[src/hw/nibble_dir_pkg.sv]
package nibble_dir_pkg;

  localparam int unsigned DATA_W     = 8;
  localparam int unsigned INSN_W     = 12;
  localparam int unsigned FADDR_W    = 5;
  localparam int unsigned NIB_W      = 4;
  localparam int unsigned PORT_SEL_W = 3;
  localparam int unsigned NUM_DIR    = 3;

  // Opcode patterns: nibble exchange 0011_10df_ffff, direction load 0000_0000_0fff
  localparam logic [INSN_W-1:0] SWAP_MASK  = 12'h0FC0;
  localparam logic [INSN_W-1:0] SWAP_MATCH = 12'h0380;
  localparam logic [INSN_W-1:0] DIR_MASK   = 12'h0FF8;
  localparam logic [INSN_W-1:0] DIR_MATCH  = 12'h0000;

  localparam int unsigned DEST_BIT = 5;

  localparam logic [PORT_SEL_W-1:0] DIR_SEL_FIRST = 3'h5;
  localparam logic [PORT_SEL_W-1:0] DIR_SEL_LAST  = 3'h7;

  localparam logic [DATA_W-1:0] W_RESET   = 8'h00;
  localparam logic [DATA_W-1:0] DIR_RESET = 8'hFF;

  typedef enum logic [1:0] {
    OP_NONE,
    OP_SWAP,
    OP_DIR
  } op_kind_t;

endpackage

[src/hw/nibble_swap_and_direction_load.sv]
`timescale 1ns/1ns
// What this block does
// - Nibble exchange result puts file bits 3..0 high and bits 7..4 low.
// - Destination bit zero: result goes to accumulator, file register untouched.
// - Destination bit one: result is written back to the addressed file register.
// - Direction load takes operand 5, 6 or 7 from low three instruction bits.
// - Direction load copies the whole accumulator into the selected direction register.
module nibble_swap_and_direction_load
  import nibble_dir_pkg::*;
(
  // Clock and reset
  input  wire logic                                      i_clk,
  input  wire logic                                      i_rstn,
  // Instruction issue
  input  wire logic                                      i_insn_valid,
  input  wire logic [nibble_dir_pkg::INSN_W-1:0]         i_insn,
  // File register read data for the addressed register
  input  wire logic [nibble_dir_pkg::DATA_W-1:0]         i_file_rdata,
  // File register write back
  output logic                                           o_file_we,
  output logic      [nibble_dir_pkg::FADDR_W-1:0]        o_file_addr,
  output logic      [nibble_dir_pkg::DATA_W-1:0]         o_file_wdata,
  // Accumulator and direction registers
  output logic      [nibble_dir_pkg::DATA_W-1:0]         o_w,
  output logic      [nibble_dir_pkg::NUM_DIR*nibble_dir_pkg::DATA_W-1:0] o_dir,
  // Status
  output logic                                           o_done,
  output logic                                           o_illegal
);

  import nibble_dir_pkg::*;

  logic [DATA_W-1:0]     w_q;
  logic [DATA_W-1:0]     dir_q [NUM_DIR];
  logic [DATA_W-1:0]     swapped;
  logic                  dest_to_file;
  logic [PORT_SEL_W-1:0] dir_sel;
  logic                  dir_sel_ok;
  op_kind_t              op_kind;

  nibble_exchanger u_swap (
    .i_data (i_file_rdata),
    .o_data (swapped)
  );

  assign dest_to_file = i_insn[DEST_BIT];
  assign dir_sel      = i_insn[PORT_SEL_W-1:0];
  assign dir_sel_ok   = (dir_sel >= DIR_SEL_FIRST) && (dir_sel <= DIR_SEL_LAST);

  always_comb begin
    op_kind = OP_NONE;
    if (i_insn_valid && ((i_insn & SWAP_MASK) == SWAP_MATCH)) begin
      op_kind = OP_SWAP;
    end else if (i_insn_valid && ((i_insn & DIR_MASK) == DIR_MATCH)) begin
      op_kind = OP_DIR;
    end
  end

  // Accumulator: only the swap with destination zero writes it
  always_ff @(posedge i_clk or negedge i_rstn) begin
    if (!i_rstn) begin
      w_q <= W_RESET;
    end else if (op_kind == OP_SWAP && !dest_to_file) begin
      w_q <= swapped;
    end
  end

  // File write back, one cycle after issue
  always_ff @(posedge i_clk or negedge i_rstn) begin
    if (!i_rstn) begin
      o_file_we    <= 1'b0;
      o_file_addr  <= '0;
      o_file_wdata <= '0;
    end else begin
      o_file_we    <= (op_kind == OP_SWAP) && dest_to_file;
      o_file_addr  <= i_insn[FADDR_W-1:0];
      o_file_wdata <= swapped;
    end
  end

  // Direction registers; operands outside 5..7 are dropped and flagged
  for (genvar g = 0; g < NUM_DIR; g++) begin : g_dir
    // Operand that selects this lane: lanes follow the operand order upward
    localparam logic [PORT_SEL_W-1:0] LANE_SEL = PORT_SEL_W'(DIR_SEL_FIRST + PORT_SEL_W'(g));

    always_ff @(posedge i_clk or negedge i_rstn) begin
      if (!i_rstn) begin
        dir_q[g] <= DIR_RESET;
      end else if (op_kind == OP_DIR && dir_sel_ok &&
                   dir_sel == LANE_SEL) begin
        dir_q[g] <= w_q;
      end
    end
    assign o_dir[g*DATA_W +: DATA_W] = dir_q[g];

  end

  // Completion: every recognised instruction retires the cycle after issue; a bad direction operand also raises o_illegal
  always_ff @(posedge i_clk or negedge i_rstn) begin
    if (!i_rstn) begin
      o_done    <= 1'b0;
      o_illegal <= 1'b0;
    end else begin
      o_done    <= (op_kind != OP_NONE);
      o_illegal <= (op_kind == OP_DIR) && !dir_sel_ok;
    end
  end

  assign o_w = w_q;
endmodule

[src/hw/nibble_exchanger.sv]
`timescale 1ns/1ns
module nibble_exchanger
  import nibble_dir_pkg::*;
(
  input  wire logic [nibble_dir_pkg::DATA_W-1:0] i_data,
  output logic      [nibble_dir_pkg::DATA_W-1:0] o_data
);

  assign o_data = {i_data[NIB_W-1:0], i_data[DATA_W-1:NIB_W]};

endmodule

[config.mk]
export PLATFORM = sky130hd
export DESIGN_NAME = nibble_swap_and_direction_load
export DESIGN_NICKNAME = d
export VERILOG_FILES = /design/src/hw/nibble_dir_pkg.sv /design/src/hw/nibble_swap_and_direction_load.sv /design/src/hw/nibble_exchanger.sv
export SDC_FILE = /design/constraint.sdc
export NUM_CORES = 1
export LEC_CHECK = 0
export BUFFER_PORTS_ARGS = -buffer_cell sky130_fd_sc_hd__buf_4
export CAP_MARGIN = 20
export CORE_UTILIZATION = 42
export CTS_CLUSTER_DIAMETER = 100
export CTS_CLUSTER_SIZE = 40
export DETAILED_ROUTE_END_ITERATION = 7
export GPL_TIMING_DRIVEN = 0
export PLACE_DENSITY = 0.74
export SYNTH_ARGS = -nofsm -noshare
export SYNTH_HDL_FRONTEND = slang
export SYNTH_SLANG_ARGS = --single-unit
[constraint.sdc]
create_clock -name i_clk -period 0.8 [get_ports i_clk]
set_clock_uncertainty 0.05 [all_clocks]
set_input_delay 0.04 -clock i_clk [delete_from_list [all_inputs] [get_ports i_clk]]
set_output_delay 0.04 -clock i_clk [all_outputs]
set_load 0.005 [all_outputs]
Word-level counts from Yosys, hierarchy flattened. Cells that the tools add are included.

Register bits after elaboration: 48. Input port bits: 23. Word-level logic and storage cells: 33.

Magnitude comparators: 2. Equality and inequality tests: 6. Muxes and demuxes: 2. Reductions and logical operators: 14.

Operator list (count): 12-bit logical NOT (1); 1-bit logical AND (10); 3-bit equality test, second input constant (3); 6-bit by 4-bit equality test with 1-bit output, second input constant (1); 2-bit 2-to-1 mux (2); 3-bit greater-or-equal comparator, second input constant (1); 3-bit <= comparator, second input constant (1); 2-bit by 1-bit equality test with 1-bit output, second input constant (1); 2-bit equality test, second input constant (1); 1-bit logical NOT (2); 2-bit nonzero test (1).

Logic depth before layout (Yosys ltp). Gate-level depths: netlist (run 1).

Depth after elaboration: 7. Gate-level depth with buffers: 3. Gate-level depth less buffers: 3.

By module. From an unflattened synthesis (run 1), not the netlist that was laid out.

Cells, all modules: 107. Area, all modules: 1809.2 µm².

By module, submodules not included: nibble_swap_and_direction_load (times used 1, cells an instance 99, area an instance 1749.2 µm², sequential area each 1231.2 µm²); nibble_exchanger (times used 1, cells an instance 8, area an instance 60.1 µm², sequential area each 0.0 µm²).

Worst setup path before layout (run 1). OpenSTA, ideal clock, no wires.

Kind: input-to-reg. Start point: input port i_insn[10] (netlist name). End point: register w_q[0] (netlist: o_w[0]). Library setup time: 125 ps. Arrival time: 1276 ps. Slack: -651 ps. Stages on the path: 3. Path buffers: 0. Path through: or4b_4 -> nor3_4 -> mux2_2.

Word-level cells in the longest chain between the ends: 6. Elaborated cells between the ends (all ways): 8. Classes of those cells: 2 x eq/ne; 2 x mux; 4 x reduce/logical.

Ends and longest elaborated chain: start: declaration (line nibble_swap_and_direction_load.sv:16) `input wire logic [nibble_dir_pkg::INSN_W-1:0] i_insn,`; 12-bit logical NOT (line nibble_swap_and_direction_load.sv:54) `end else if (i_insn_valid && ((i_insn & DIR_MASK) == DIR_MATCH)) begin`; 1-bit logical AND (line nibble_swap_and_direction_load.sv:54); 2-bit 2-to-1 mux (line nibble_swap_and_direction_load.sv:54); 2-bit 2-to-1 mux (*) (line nibble_swap_and_direction_load.sv:52) `if (i_insn_valid && ((i_insn & SWAP_MASK) == SWAP_MATCH)) begin`; 2-bit by 1-bit equality test with 1-bit output (*) (line nibble_swap_and_direction_load.sv:63) `end else if (op_kind == OP_SWAP && !dest_to_file) begin`; 1-bit logical AND (*) (line nibble_swap_and_direction_load.sv:63); end signal: assignment (line nibble_swap_and_direction_load.sv:64) `w_q <= swapped;`; end: declaration (line nibble_swap_and_direction_load.sv:33) `logic [DATA_W-1:0] w_q;`.

Mark *: on every way between the ends. The rest lies on a longest branch, timed or not. A chain may end at the register's enable or synchronous reset.

Worst setup path in the final report (run 1).
Start point: input port i_insn[11] (netlist name). End point: register w_q[5] (netlist: o_w[5]).

The elaborated chain is that of the path after synthesis.

==> results of run 1 <==
[cell usage after synthesis]
cell | count | area (µm²)
sky130_fd_sc_hd__nor4_2 | 1 | 12.5
sky130_fd_sc_hd__dfrtp_1 | 24 | 601
sky130_fd_sc_hd__o21ai_0 | 1 | 5.00
sky130_fd_sc_hd__a21oi_1 | 1 | 5.00
sky130_fd_sc_hd__nand4_2 | 3 | 37.5
sky130_fd_sc_hd__mux2_2 | 32 | 360
sky130_fd_sc_hd__nor3_1 | 1 | 5.00
sky130_fd_sc_hd__and3b_1 | 2 | 17.5
sky130_fd_sc_hd__nor2_1 | 2 | 7.51
sky130_fd_sc_hd__nor3_4 | 1 | 16.3
sky130_fd_sc_hd__or4b_4 | 1 | 13.8
sky130_fd_sc_hd__nand2_1 | 2 | 7.51
sky130_fd_sc_hd__inv_1 | 1 | 3.75
sky130_fd_sc_hd__nor4b_2 | 1 | 15.0
sky130_fd_sc_hd__dfstp_2 | 24 | 631
sky130_fd_sc_hd__nand3_1 | 1 | 5.00
sky130_fd_sc_hd__and3_1 | 1 | 6.26
[registers in the layout, summed over array words and instances, names as in the netlist]
name          cells
o_file_addr       5
o_dir            24
o_done            1
o_illegal         1
o_w               8
o_file_we         1
o_file_wdata      8
[worst reg2reg max path, cell delays in order, from the launching register on]
cell	delay (ps)
sky130_fd_sc_hd__dfrtp_1	430
sky130_fd_sc_hd__buf_4	160
sky130_fd_sc_hd__mux2_2	270
[power by group through the flow]
stage | clock network, mW | registers (mW) | logic (mW)
after global placement | 0 | 2.59 | 0.339
after detailed placement | 0 | 2.59 | 0.349
after CTS | 1.87 | 2.56 | 0.539
final | 1.82 | 2.56 | 0.554
after floorplan | 0 | 2.59 | 0.0709
after global routing | 1.98 | 2.57 | 0.593
[path summary, 6_finish.rpt]
kind	startpoint	to	slack, ps	cells past startpoint
worst max-delay path	i_insn[11]	o_w[5]	-460	5
worst min-delay path	i_insn[0]	o_illegal	30	4
worst max register to register	o_w[0]	o_dir[8]	-180	2
worst min register to register	o_w[3]	o_w[3]	530	1
max in group asynchronous	i_rstn	o_dir[21]	160	2
min in group asynchronous	i_rstn	o_file_addr[2]	190	2
[cells by family after synthesis]
logic type	count (synthesis)
muxes	32
AOI/OAI and AO/OA	2
and+or+nand+nor	16
buffers and inverters	1
DFF	48
[metal layers]
metal	GRT usage	up-vias	wire, µm
met5	0	-	0
met4	0.0479	0	8
met3	0.0685	2	334
met2	0.332	57	2060
met1	0.249	620	1650
li1	-	566	-
[cell type report]
type / instances / area, µm² / share of cell area
clock buffers: 7 / 96.3 / 0.0318
clock inverters: 1 / 30.0 / 0.00990
inverters: 1 / 3.75 / 0.00124
multi-input cells: 50 / 602 / 0.198
flip-flops and latches: 48 / 1230 / 0.406
well taps: 50 / 62.6 / 0.0206
repair buffers: 100 / 1010 / 0.332
[repair_timing]
item	in CTS	in global routing
endpoints found under the setup margin	81	105
setup buffers	12	3
endpoints found under the hold margin	46	0
hold buffers	15	0
resized for setup	61	5
pin swaps	7	5
[metrics by stage]
step                      power, mW  cell area (µm²)  utilization
after floorplan                2.66             1790            -
after global placement         2.93             2380        0.595
after detailed placement       2.94             2380        0.595
after CTS                      4.97             2990        0.747
after global routing           5.14             3030        0.758
final                          4.93             3030        0.758
==> results by stage, run 1 <==
Power:
- The leakage power total is 1.45 nW.
- The clock power share is 0.369.
- The power share of the combinational group is 0.112.
- The internal power contribution is 3.96 mW.
- The fraction of power spent switching nets is 0.197.
- In this run the power spent charging and discharging nets is 0.970 mW.
- The power density of the placed cells is 1620 nW/µm².
- Of the total power, registers draw 0.519.
- Across the VDD grid, the largest voltage drop is 1.37 mV.

Global route:
- The first-pass GRT wire length is 6290 µm.
- The overall fraction of global-route tracks in use is 0.199.
- The number of global-route vias before repair came to 1282.
- The initial antenna violation count was 0.
- The largest net degree at the start of global routing is 49.
- Global routing finished with a remaining overflow of 0.

Worst setup path:
- The critical path goes through buf_8 -> or4b_4 -> nor3_4 -> buf_12 -> mux2_4.
- The start-to-end type of the worst setup path is input port to flop.
- The family of cells with the greatest summed delay on the critical path is simple AND/OR/NAND/NOR gates.
- STA classifies the critical path endpoint as a flop.
- On the worst path, the slowest cell contributes a delay of 560 ps.
- The worst-path cell with the longest stage delay is sky130_fd_sc_hd__or4b_4.
- For the worst setup path, the data arrival time is between 1000 and 1500 ps.
- For the worst setup path, the data required time is 920 ps.
- The kind of start point of the critical path is an input port.
- The buffers plus inverters on the worst setup path is 2.
- Along the worst path, the maximum fanout reaches 8.

Timing:
- The tightest hold path in the finished design has a slack of roughly 27 ps.
- The setup TNS is -17200 ps.
- The final-report setup violation count is 82.
- The final critical delay including setup and external delays is 1260 ps.
- Measured against its own limit, the worst slew margin works out to 0.726.
- The top achievable clock speed is about 790 MHz.
- Setup repair after global routing could not meet its margin everywhere.
- The final count of pins violating max slew is 0.
- For the pin with the worst max-slew slack, the measured transition is 412 ps.
- The number of hold violations in the final report is 0.
- The final critical-path setup slack is -460 ps.
- In the finished design, the share of the clock period the worst path needs comes to 1.57.

Logic synthesis:
- The main combinational cell family by area after synthesis is multiplexers.
- Counting every net in the synthesized netlist gives 122.
- The area share of xor/xnor cells in the synthesized design is 0.
- The simple-gate share of the synthesized area is 0.0823.
- The fraction of the yosys area taken by sequential cells is 0.704.
- The adder-cell share of the synthesized area is 0.
- The number of synthesis warnings is 0.
- The cell count after synthesis is 99.
- Measured against the total synthesized area, the mux share comes to 0.206.
- The average size of a mapped cell is 17.7 µm².
- The number of synthesized register bits is 48.
- The compound-gate portion of the synthesized area is 0.00572.
- The netlist area before placement is 1750 µm².
- The distinct cell type count after synthesis is 17.

Layout:
- At the end of the flow, the number of nets in the layout was 229.
- The final cell count without fillers is 257.
- The number of inserted diodes is 0.
- The final-layout fill cell count is 234.
- The library cell used most frequently in the layout, excluding fill and tap cells, is sky130_fd_sc_hd__buf_6.
- The layout-stage area growth over the synthesis result is 73.4%.
- The library cells used most frequently in the layout, excluding fill and tap cells, are 53 x sky130_fd_sc_hd__buf_6, 30 x sky130_fd_sc_hd__buf_4, 24 x sky130_fd_sc_hd__mux2_2, 24 x sky130_fd_sc_hd__dfstp_2, 24 x sky130_fd_sc_hd__dfrtp_1.
- The fraction of layout cells with a size suffix above 1 is 0.763.

Clock network:
- The tree is rooted in a sky130_fd_sc_hd__clkbuf_8.
- The number of buffers created by CTS is 5.
- Clock-pin slew was measured on the worst setup and hold paths at 80 ps.
- Clock latency on the worst-skew pair, taken at its later pin, is 280 ps.
- The clock sink count is between 40 and 50.
- The longest clock path from root to sink contains 2 buffers.
- The clock tree from TritonCTS is done.
- The clock tree synthesis step divided the H-tree into 2 levels.

Detailed routing:
- Once detail routing completed, the nets flagged for antenna violations numbered 0.
- After the first detailed-routing iteration, the DRC count stood at 46.
- The mean routed wirelength per cell is 15.7 µm.
- The final route contains 1245 vias.
- The total DRC errors in the routed layout is 0.
- The final routed wirelength across all metal layers is 4050 µm.
- After detailed routing, the number of vias per cell comes to between 4 and 5.
- The first-pass detailed-route iteration total is 4.

Floorplan:
- The number of placement rows is 23.
- Pin placement for this block handled 71 I/O pins.
- The die width is 66.5 µm.
- Measured along the y axis, the die boundary spans 66.5 µm.
- For this configuration, the core starts out at a cell density of 0.437.
- The floorplan step defined a core boundary enclosing 4000 µm².
- The floorplan step defined a die boundary enclosing between 4000 and 5000 µm².

Placement:
- The number of instances in the placed design is 219.
- The pre-CTS setup slack is -1020 ps.
- Port buffering added 70 buffers.
- The wire-length estimate of the detail-placed layout is 2510 µm.
- The global placer's final weighted congestion is 0.668.

Run status:
- The run finished, with violations left.
- The final reports fail on negative setup slack.

Run:
- The max capacitance violation total is 0.

Worst hold path:
- The tightest min-delay check is of the input port to flop type.
No activity file was read; power rests on OpenSTA's default activity.
==> inputs of run 2 (changes only) <==
==> constraint.sdc (replaced) <==
create_clock -name i_clk -period 0.8 [get_ports i_clk]
set_clock_uncertainty 0.05 [all_clocks]
set_input_delay 0.04 -clock i_clk [delete_from_list [all_inputs] [get_ports i_clk]]
set_output_delay 0.04 -clock i_clk [all_outputs]
set_load 0.01 [all_outputs]
==> run 2 against run 1 <==
The run still ends with negative setup slack left. Largest cell class unchanged. Critical path depth unchanged. Final cell count unchanged. Critical path type unchanged. Hold slack did not move.
==> results by stage, run 2 (synthesized netlist as in run 1, its figures left out) <==
Layout:
- The fraction of layout cells with a size suffix above 1 is 0.763 (unchanged).
- The number of inserted diodes is 0 (unchanged).
- The final design utilization was 0.758 (unchanged).
- The final cell count without fillers was 257 (unchanged).
- The finished layout cell area is 3030 µm² (unchanged).
- The number of flip-flops in the largest register is 24 (unchanged).
- The commonest non-fill, non-tap cell in the layout is sky130_fd_sc_hd__buf_6.
- The total number of nets in the final design is 229 (unchanged).
- The layout-stage area growth over the synthesis result is 73.4% (unchanged).
- In the layout the commonest cells are 53 x sky130_fd_sc_hd__buf_6, 30 x sky130_fd_sc_hd__buf_4, 24 x sky130_fd_sc_hd__mux2_2, 24 x sky130_fd_sc_hd__dfstp_2, 24 x sky130_fd_sc_hd__dfrtp_1.

Worst setup path:
- The largest driver fanout on the critical path is 8 (unchanged).
- The launch instance of the worst register-to-register path is o_w[0].
- The worst setup path is captured at a flop.
- The end point of the critical path is o_w[5].
- The kind of start point of the critical path is an input port.
- The data required time at the worst endpoint was 920 ps (about the same).
- The endpoint identified for the worst register-to-register timing path is o_dir[8].
- The signal on the critical path passes through buf_8 -> or4b_4 -> nor3_4 -> buf_12 -> mux2_4.
- The setup slack on the worst flop-to-flop path is -180 ps (about the same).
- The critical path is of the input port to flop type.
- The data arrival time of the critical path is 1380 ps (about the same).
- The critical path startpoint is i_insn[11].
- The stage delay of the slowest cell on the critical path came to 560 ps (about the same).
- The number of cell instances on the worst register-to-register path was 2 (unchanged).
- The worst-path cell with the longest stage delay is sky130_fd_sc_hd__or4b_4.

Clock network:
- The number of buffers created by CTS is 5 (unchanged).
- The master cell of the clock root buffer is sky130_fd_sc_hd__clkbuf_8.
- The maximum buffer depth of the clock tree is 2 (unchanged).
- The count of H-tree levels built during CTS is 2 (unchanged).
- TritonCTS built the clock tree.
- The insertion delay of the later-clocked pin in the worst-skew pair is 280 ps (about the same).
- The post-CTS clock slew at the launch and capture registers of the worst setup and hold paths is 80 ps (about the same).
- The clock sink count is 48 (unchanged).

Worst hold path:
- The classification of the worst-slack hold path is input port to flop.
- In this run the most critical hold path is launched from i_insn[0].

Timing:
- The slew at the pin closest to its max-slew limit was 412 ps (unchanged).
- The worst hold margin was 26.7 ps (unchanged).
- The top achievable clock speed is 794 MHz (about the same).
- Setup repair after global routing could not meet its margin everywhere.
- The final-report setup violation count came to 82 (unchanged).
- The share of the clock period used by the worst path after layout is 1.58 (about the same).
- The final critical-path setup slack was -460 ps (-0.233 ps).
- The worst max-slew margin expressed relative to the limit is 0.726 (unchanged).
- The final count of pins violating max slew was 0 (unchanged).
- The final critical delay including setup and external delays was 1260 ps (+0.233 ps).
- The number of hold violations in the final report is 0 (unchanged).

Placement:
- The area of placed instances came to 2380 µm² (unchanged).
- The number of input and output port buffers inserted is 70 (unchanged).
- The detailed placement HPWL came to 2510 µm (unchanged).
- The number of instances in the placed design is 219 (unchanged).
- The global placer's final weighted congestion came to 0.668 (unchanged).

Run:
- The max capacitance violation total came to 0 (unchanged).

Run status:
- The checks that failed: negative setup slack.
- The run finished, with violations left.

Global route:
- The largest net degree at the start of global routing is 49 (unchanged).
- The initial antenna violation count is 0 (unchanged).
- The number of global-route vias before repair came to 1287 (+0.39%).
- The first-pass GRT wire length was 6300 µm (+0.22%).
- The overall fraction of global-route tracks in use is 0.200 (+0.000371).
- The final global-route overflow total is 0 (unchanged).

Detailed routing:
- The mean routed wirelength per cell is 15.8 µm (+0.20%).
- The total vias in the final route is 1247 (+0.16%).
- The total DRC errors in the routed layout came to 0 (unchanged).
- The first-iteration detailed-routing DRC count is 52 (+13%).
- The final routed wirelength across all metal layers is 4060 µm (+0.20%).
- The first-pass detailed-route iteration total is 4 (unchanged).
- The number of nets with antenna violations after routing is 0 (unchanged).
- The vias per cell is 4.85 (+0.16%).

Floorplan:
- The count of boundary I/O pins is 71 (unchanged).
- The number of placement rows is 23 (unchanged).
- The effective utilization at floorplan was 0.437 (unchanged).
- The die width is 66.5 µm (unchanged).
- The total die area is 4430 µm² (unchanged).
- The core box area is 4000 µm² (unchanged).
- The floorplan die height is 66.5 µm (unchanged).

Power:
- The power density of the placed cells is 1630 nW/µm² (+0.57%).
- The leakage power total came to 1.45 nW (unchanged).
- The maximum ir drop on the vdd rail is 1.37 mV (+0.26%).
[run 2: layer usage]
metal | global-route usage | vias up | wire (µm) | share of wire
met5 | 0 | - | 0 | 0
met4 | 0.0479 | 0 | 8 | 0.0020
met3 | 0.0685 | 2 | 334 | 0.082
met2 | 0.333 | 57 | 2070 | 0.51
met1 | 0.249 | 623 | 1640 | 0.41
li1 | - | 565 | - | -
[run 2: worst min path at each step]
stage,endpoint,slack [ps],cells after the start
6_report,o_illegal,30,4
5_1_grt,o_illegal,50,4
4_1_cts,o_illegal,0.4,4
3_5_place_dp,o_file_wdata[4],30,1
3_3_place_gp,o_file_wdata[4],10,1
2_1_floorplan,o_done,-310,0
[run 2: layout make-up]
class                      count  area (µm²)
inverter                       1        3.75
clock inverter                 1        30.0
fill                         234         967
timing repair buffer         100        1010
multi-input combinational     50         602
tap                           50        62.6
clock buffer                   7        96.3
sequential                    48        1230
[run 2: where the power goes]
part / leakage, nW / total [mW] / switching, mW / internal, mW
clock network: 0.0645 / 1.82 / 0.713 / 1.10
logic: 0.837 / 0.584 / 0.226 / 0.358
registers: 0.550 / 2.56 / 0.0565 / 2.50
total: 1.45 / 4.95 / 0.995 / 3.96
[run 2: through the flow]
step / power (mW) / TNS (ps) / worst slack (ps)
after floorplan: 2.69 / -14340 / -651
after global placement: 2.95 / -24650 / -995
after detailed placement: 2.97 / -25600 / -1020
after CTS: 5.00 / -15630 / -465
after global routing: 5.17 / -20130 / -476
final: 4.95 / -17510 / -460
[run 2: worst max-delay path: cells and delay by family]
kind / cells / cell delay, ps
muxes: 1 / 300
buffers and inverters: 2 / 260
and+or+nand+nor: 2 / 770
[run 2: timing repair]
| action | 4_1_cts | 5_1_grt |
|---|---|---|
| endpoints found under the hold margin | 46 | 0 |
| gates resized for setup | 61 | 5 |
| hold buffers | 15 | 0 |
| endpoints found under the setup margin | 81 | 105 |
| pin swaps | 7 | 5 |
| buffers inserted | 12 | 3 |
==> inputs of run 3 (changes only) <==
--- a/config.mk
+++ b/config.mk
@@ -5,14 +5,16 @@
 export SDC_FILE = /design/constraint.sdc
 export NUM_CORES = 1
 export LEC_CHECK = 0
+export ABC_AREA = 1
 export BUFFER_PORTS_ARGS = -buffer_cell sky130_fd_sc_hd__buf_4
 export CAP_MARGIN = 20
-export CORE_UTILIZATION = 42
+export CORE_UTILIZATION = 44
 export CTS_CLUSTER_DIAMETER = 100
 export CTS_CLUSTER_SIZE = 40
 export DETAILED_ROUTE_END_ITERATION = 7
 export GPL_TIMING_DRIVEN = 0
-export PLACE_DENSITY = 0.74
+export PLACE_DENSITY = 0.75
 export SYNTH_ARGS = -nofsm -noshare
 export SYNTH_HDL_FRONTEND = slang
 export SYNTH_SLANG_ARGS = --single-unit
+export TNS_END_PERCENT = 30
==> run 3 against run 2 <==
The run ends with negative hold slack, negative setup slack left. Critical path type is now flop to output port. Sequential share of layout area shrank 0.35 points. Highest routed layer unchanged. Die area rose by 6.2%. Critical endpoint is now o_dir[1]. First-iteration DRC count is 140% higher. Largest power group unchanged.
==> results by stage, run 3 <==
Run status:
- The run finished, with violations left.
- The checks that failed: negative hold slack, negative setup slack.

Clock network:
- The number of buffers created by CTS is 5 (unchanged).
- The clock sink count is 48 (unchanged).
- The insertion delay of the later-clocked pin in the worst-skew pair is 300 ps (+20 ps).
- The post-CTS clock slew at the launch and capture registers of the worst setup and hold paths is 90 ps (about the same).
- The clock tree from TritonCTS is done.
- The count of H-tree levels built during CTS was 2 (unchanged).
- The maximum buffer depth of the clock tree is 2 (unchanged).
- The tree is rooted in a sky130_fd_sc_hd__clkbuf_8.

Placement:
- The number of instances in the placed design is 304 (+39%).
- The detailed placement HPWL is 3040 µm (+21%).
- The pre-CTS setup slack came to -281 ps (+736 ps).
- The number of input and output port buffers inserted was 70 (unchanged).
- The global placer's final weighted congestion is 0.730 (+9.4%).

Logic synthesis:
- Yosys instantiated no cell more often than sky130_fd_sc_hd__nand2_1.
- After synthesis, the cell types taking the most area are sky130_fd_sc_hd__dfstp_2 32%, sky130_fd_sc_hd__dfrtp_1 31%, sky130_fd_sc_hd__nand2_1 12%.
- The fraction of the yosys area taken by sequential cells was 0.631 (-0.0727).
- The area share of the largest cell type after synthesis is 0.323 (-0.0372).
- The average size of a mapped cell was 10.6 µm² (-40%).
- The multiplexer fraction of the synthesized cell area was 0 (-0.206).
- The netlist area before placement is 1950 µm² (+12%).
- The fraction of registers with async set or reset after synthesis was 1.00 (unchanged).
- The cell count after synthesis is 184 (+86%).
- The distinct cell type count after synthesis came to 17 (unchanged).
- The net count after synthesis is 207 (+70%).
- The commonest cells after synthesis are 64 x sky130_fd_sc_hd__nand2_1, 24 x sky130_fd_sc_hd__dfrtp_1, 24 x sky130_fd_sc_hd__dfstp_2, 24 x sky130_fd_sc_hd__nand4_1, 12 x sky130_fd_sc_hd__inv_1.
- The main combinational cell family by area after synthesis is simple AND/OR/NAND/NOR gates.
- The number of flops mapped to enable cells by yosys is 0 (unchanged).
- Of all cell types, the one taking the most synthesized area is sky130_fd_sc_hd__dfstp_2.
- The number of synthesis warnings is 0 (unchanged).
- The simple-gate share of the synthesized area is 0.296 (+0.213).
- The main flop type after synthesis is sky130_fd_sc_hd__dfstp_2.
- The compound-gate portion of the synthesized area came to 0.0205 (+0.0148).
- The number of synthesized register bits is 48 (unchanged).
- The area share of xor/xnor cells in the synthesized design is 0 (unchanged).
- The adder-cell share of the synthesized area is 0 (unchanged).

Run:
- The max capacitance violation total is 0 (unchanged).

Floorplan:
- The total die area is 4700 µm² (+6.2%).
- The core box area is 4120 µm² (+2.9%).
- The floorplan die height is 68.6 µm (+3.1%).
- The count of boundary I/O pins is 71 (unchanged).
- The die width is 68.6 µm (+3.1%).
- The number of placement rows is 23 (unchanged).
- The effective utilization at floorplan is 0.474 (+0.0367).

Timing:
- The final critical delay including setup and external delays is 1060 ps (-203 ps).
- The final critical-path setup slack came to -257 ps (+203 ps).
- The final count of pins violating max slew came to 0 (unchanged).
- The final-report setup violation count is 56 (-32%).
- The slew at the pin closest to its max-slew limit is 420 ps (+8.54 ps).
- The share of the clock period used by the worst path after layout came to 1.32 (-0.254).
- The worst hold margin is -162 ps (-189 ps).
- The number of hold violations in the final report is 9 (+9).
- Setup repair after global routing could not meet its margin everywhere.
- The worst max-slew margin expressed relative to the limit came to 0.720 (-0.00569).
- The top achievable clock speed is 946 MHz (+19%).

Detailed routing:
- The total vias in the final route was 1621 (+30%).
- The first-pass detailed-route iteration total is 4 (unchanged).
- The number of nets with antenna violations after routing is 0 (unchanged).
- The first-iteration detailed-routing DRC count is 127 (+140%).
- The final routed wirelength across all metal layers is 4400 µm (+8.4%).
- The vias per cell is 4.87 (+0.32%).
- The mean routed wirelength per cell is 13.2 µm (-16%).
- The total DRC errors in the routed layout is 0 (unchanged).

Power:
- The net switching power is 1.15 mW (+15%).
- The leakage power total was 1.52 nW (+4.9%).
- The clock power share is 0.352 (-0.014).
- The power density of the placed cells came to 1570 nW/µm² (-3.8%).
- The internal power contribution was 3.70 mW (-6.5%).
- The relative contribution of sequential cells to total power is 0.532 (+0.016).
- The power share of the combinational group was 0.116 (-0.002).
- The fraction of power spent switching nets was 0.236 (+0.0354).
- The maximum ir drop on the vdd rail is 1.12 mV (-18%).

Global route:
- The overall fraction of global-route tracks in use was 0.212 (+0.0127).
- The first-pass GRT wire length is 7150 µm (+13%).
- The largest net degree at the start of global routing was 49 (unchanged).
- The final global-route overflow total came to 0 (unchanged).
- The number of global-route vias before repair is 1566 (+22%).
- The initial antenna violation count is 0 (unchanged).

Worst setup path:
- The kind of end point of the critical path is an output port.
- The data arrival time of the critical path came to 970 ps (-410 ps).
- The worst setup path is of the flop to output port kind.
- The worst-path cell with the longest stage delay is sky130_fd_sc_hd__dfstp_2.
- The data required time at the worst endpoint was 710 ps (-210 ps).
- Walking the worst path, the cells encountered are buf_6.
- The family of cells with the greatest summed delay on the critical path is flip-flops.
- The buffers plus inverters on the worst setup path is 1 (-1).
- The stage delay of the slowest cell on the critical path is 560 ps (about the same).
- The worst setup path is launched from a flop.
- The largest driver fanout on the critical path is 2 (-6).

Layout:
- The final-layout fill cell count is 302 (+29%).
- The library cell used most frequently in the layout, excluding fill and tap cells, is sky130_fd_sc_hd__nand2_1.
- The library cells used most frequently in the layout, excluding fill and tap cells, are 64 x sky130_fd_sc_hd__nand2_1, 53 x sky130_fd_sc_hd__buf_6, 30 x sky130_fd_sc_hd__buf_4.
- Compared with the post-synthesis result, the final layout area differs by 58.1%.
- The final cell count without fillers came to 333 (+30%).
- The total number of nets in the final design is 305 (+33%).
- The number of inserted diodes is 0 (unchanged).
- The fraction of layout cells with a size suffix above 1 is 0.509 (-0.254).
- The number of flip-flops in the largest register is 24 (unchanged).

Worst hold path:
- The classification of the worst-slack hold path is input port to flop.
-- run 3: stage by stage --
stage / setup TNS, ps / utilization / area [µm²] / total power [mW] / hold WS (ps)
3_5_place_dp: -7490 / 0.626 / 2580 / 3.05 / 28.3
4_1_cts: -9170 / 0.735 / 3030 / 4.86 / -176
3_3_place_gp: -6750 / 0.626 / 2580 / 3.04 / 26.6
2_1_floorplan: -214 / - / 1990 / 2.76 / -306
5_1_grt: -10710 / 0.749 / 3080 / 5.04 / -165
6_report: -8880 / 0.749 / 3080 / 4.85 / -162
-- run 3: layout make-up --
| type | instances | area, µm² | area share |
|---|---|---|---|
| Multi-Input combinational cell | 115 | 652 | 0.211 |
| Buffer | 5 | 48.8 | 0.0158 |
| Tap cell | 50 | 62.6 | 0.0203 |
| Clock buffer | 7 | 108 | 0.0349 |
| Inverter | 16 | 60.1 | 0.0195 |
| Timing Repair Buffer | 91 | 903 | 0.293 |
| Sequential cell | 48 | 1240 | 0.402 |
| Clock inverter | 1 | 8.76 | 0.00284 |
-- run 3: power groups by stage --
stage	sequential (mW)	combinational (mW)	clock (mW)
4_1_cts	2.58	0.534	1.74
6_report	2.58	0.563	1.71
5_1_grt	2.59	0.618	1.83
3_3_place_gp	2.60	0.438	0
3_5_place_dp	2.60	0.446	0
2_1_floorplan	2.62	0.135	0
-- run 3: per-layer routing --
metal,up-vias,wire length (µm),global-route usage
met3,5,272,0.0526
met2,68,2240,0.349
met5,-,0,0
met1,749,1820,0.261
li1,799,-,-
met4,0,62,0.0990
-- run 3: final timing paths --
path	startpoint	endpoint	slack (ps)	cells past startpoint
min in group asynchronous	i_rstn	o_illegal	170	2
worst min register to register	o_dir[8]	o_dir[8]	430	2
worst min-delay path	i_insn[0]	o_file_addr[0]	-160	1
worst max register to register	o_dir[18]	o_dir[18]	-60	3
worst max-delay path	o_dir[1]	o_dir[1]	-260	1
max in group asynchronous	i_rstn	o_dir[5]	180	2
-- run 3: kinds of logic (layout without fill, tap and decap cells) --
logic type | count (synthesis) | after routing
AO/OA/AOI/OAI | 8 | 8
flip-flops | 48 | 48
AND/OR/NAND/NOR | 107 | 107
buffers and inverters | 21 | 120
-- run 3: what timing repair did --
action                                  4_1_cts  5_1_grt
hold endpoints to repair                     58        4
setup buffers                                 3        5
hold buffers                                 12        1
pin swaps                                     3       16
resized for setup                            55        4
endpoints found under the setup margin       48       95
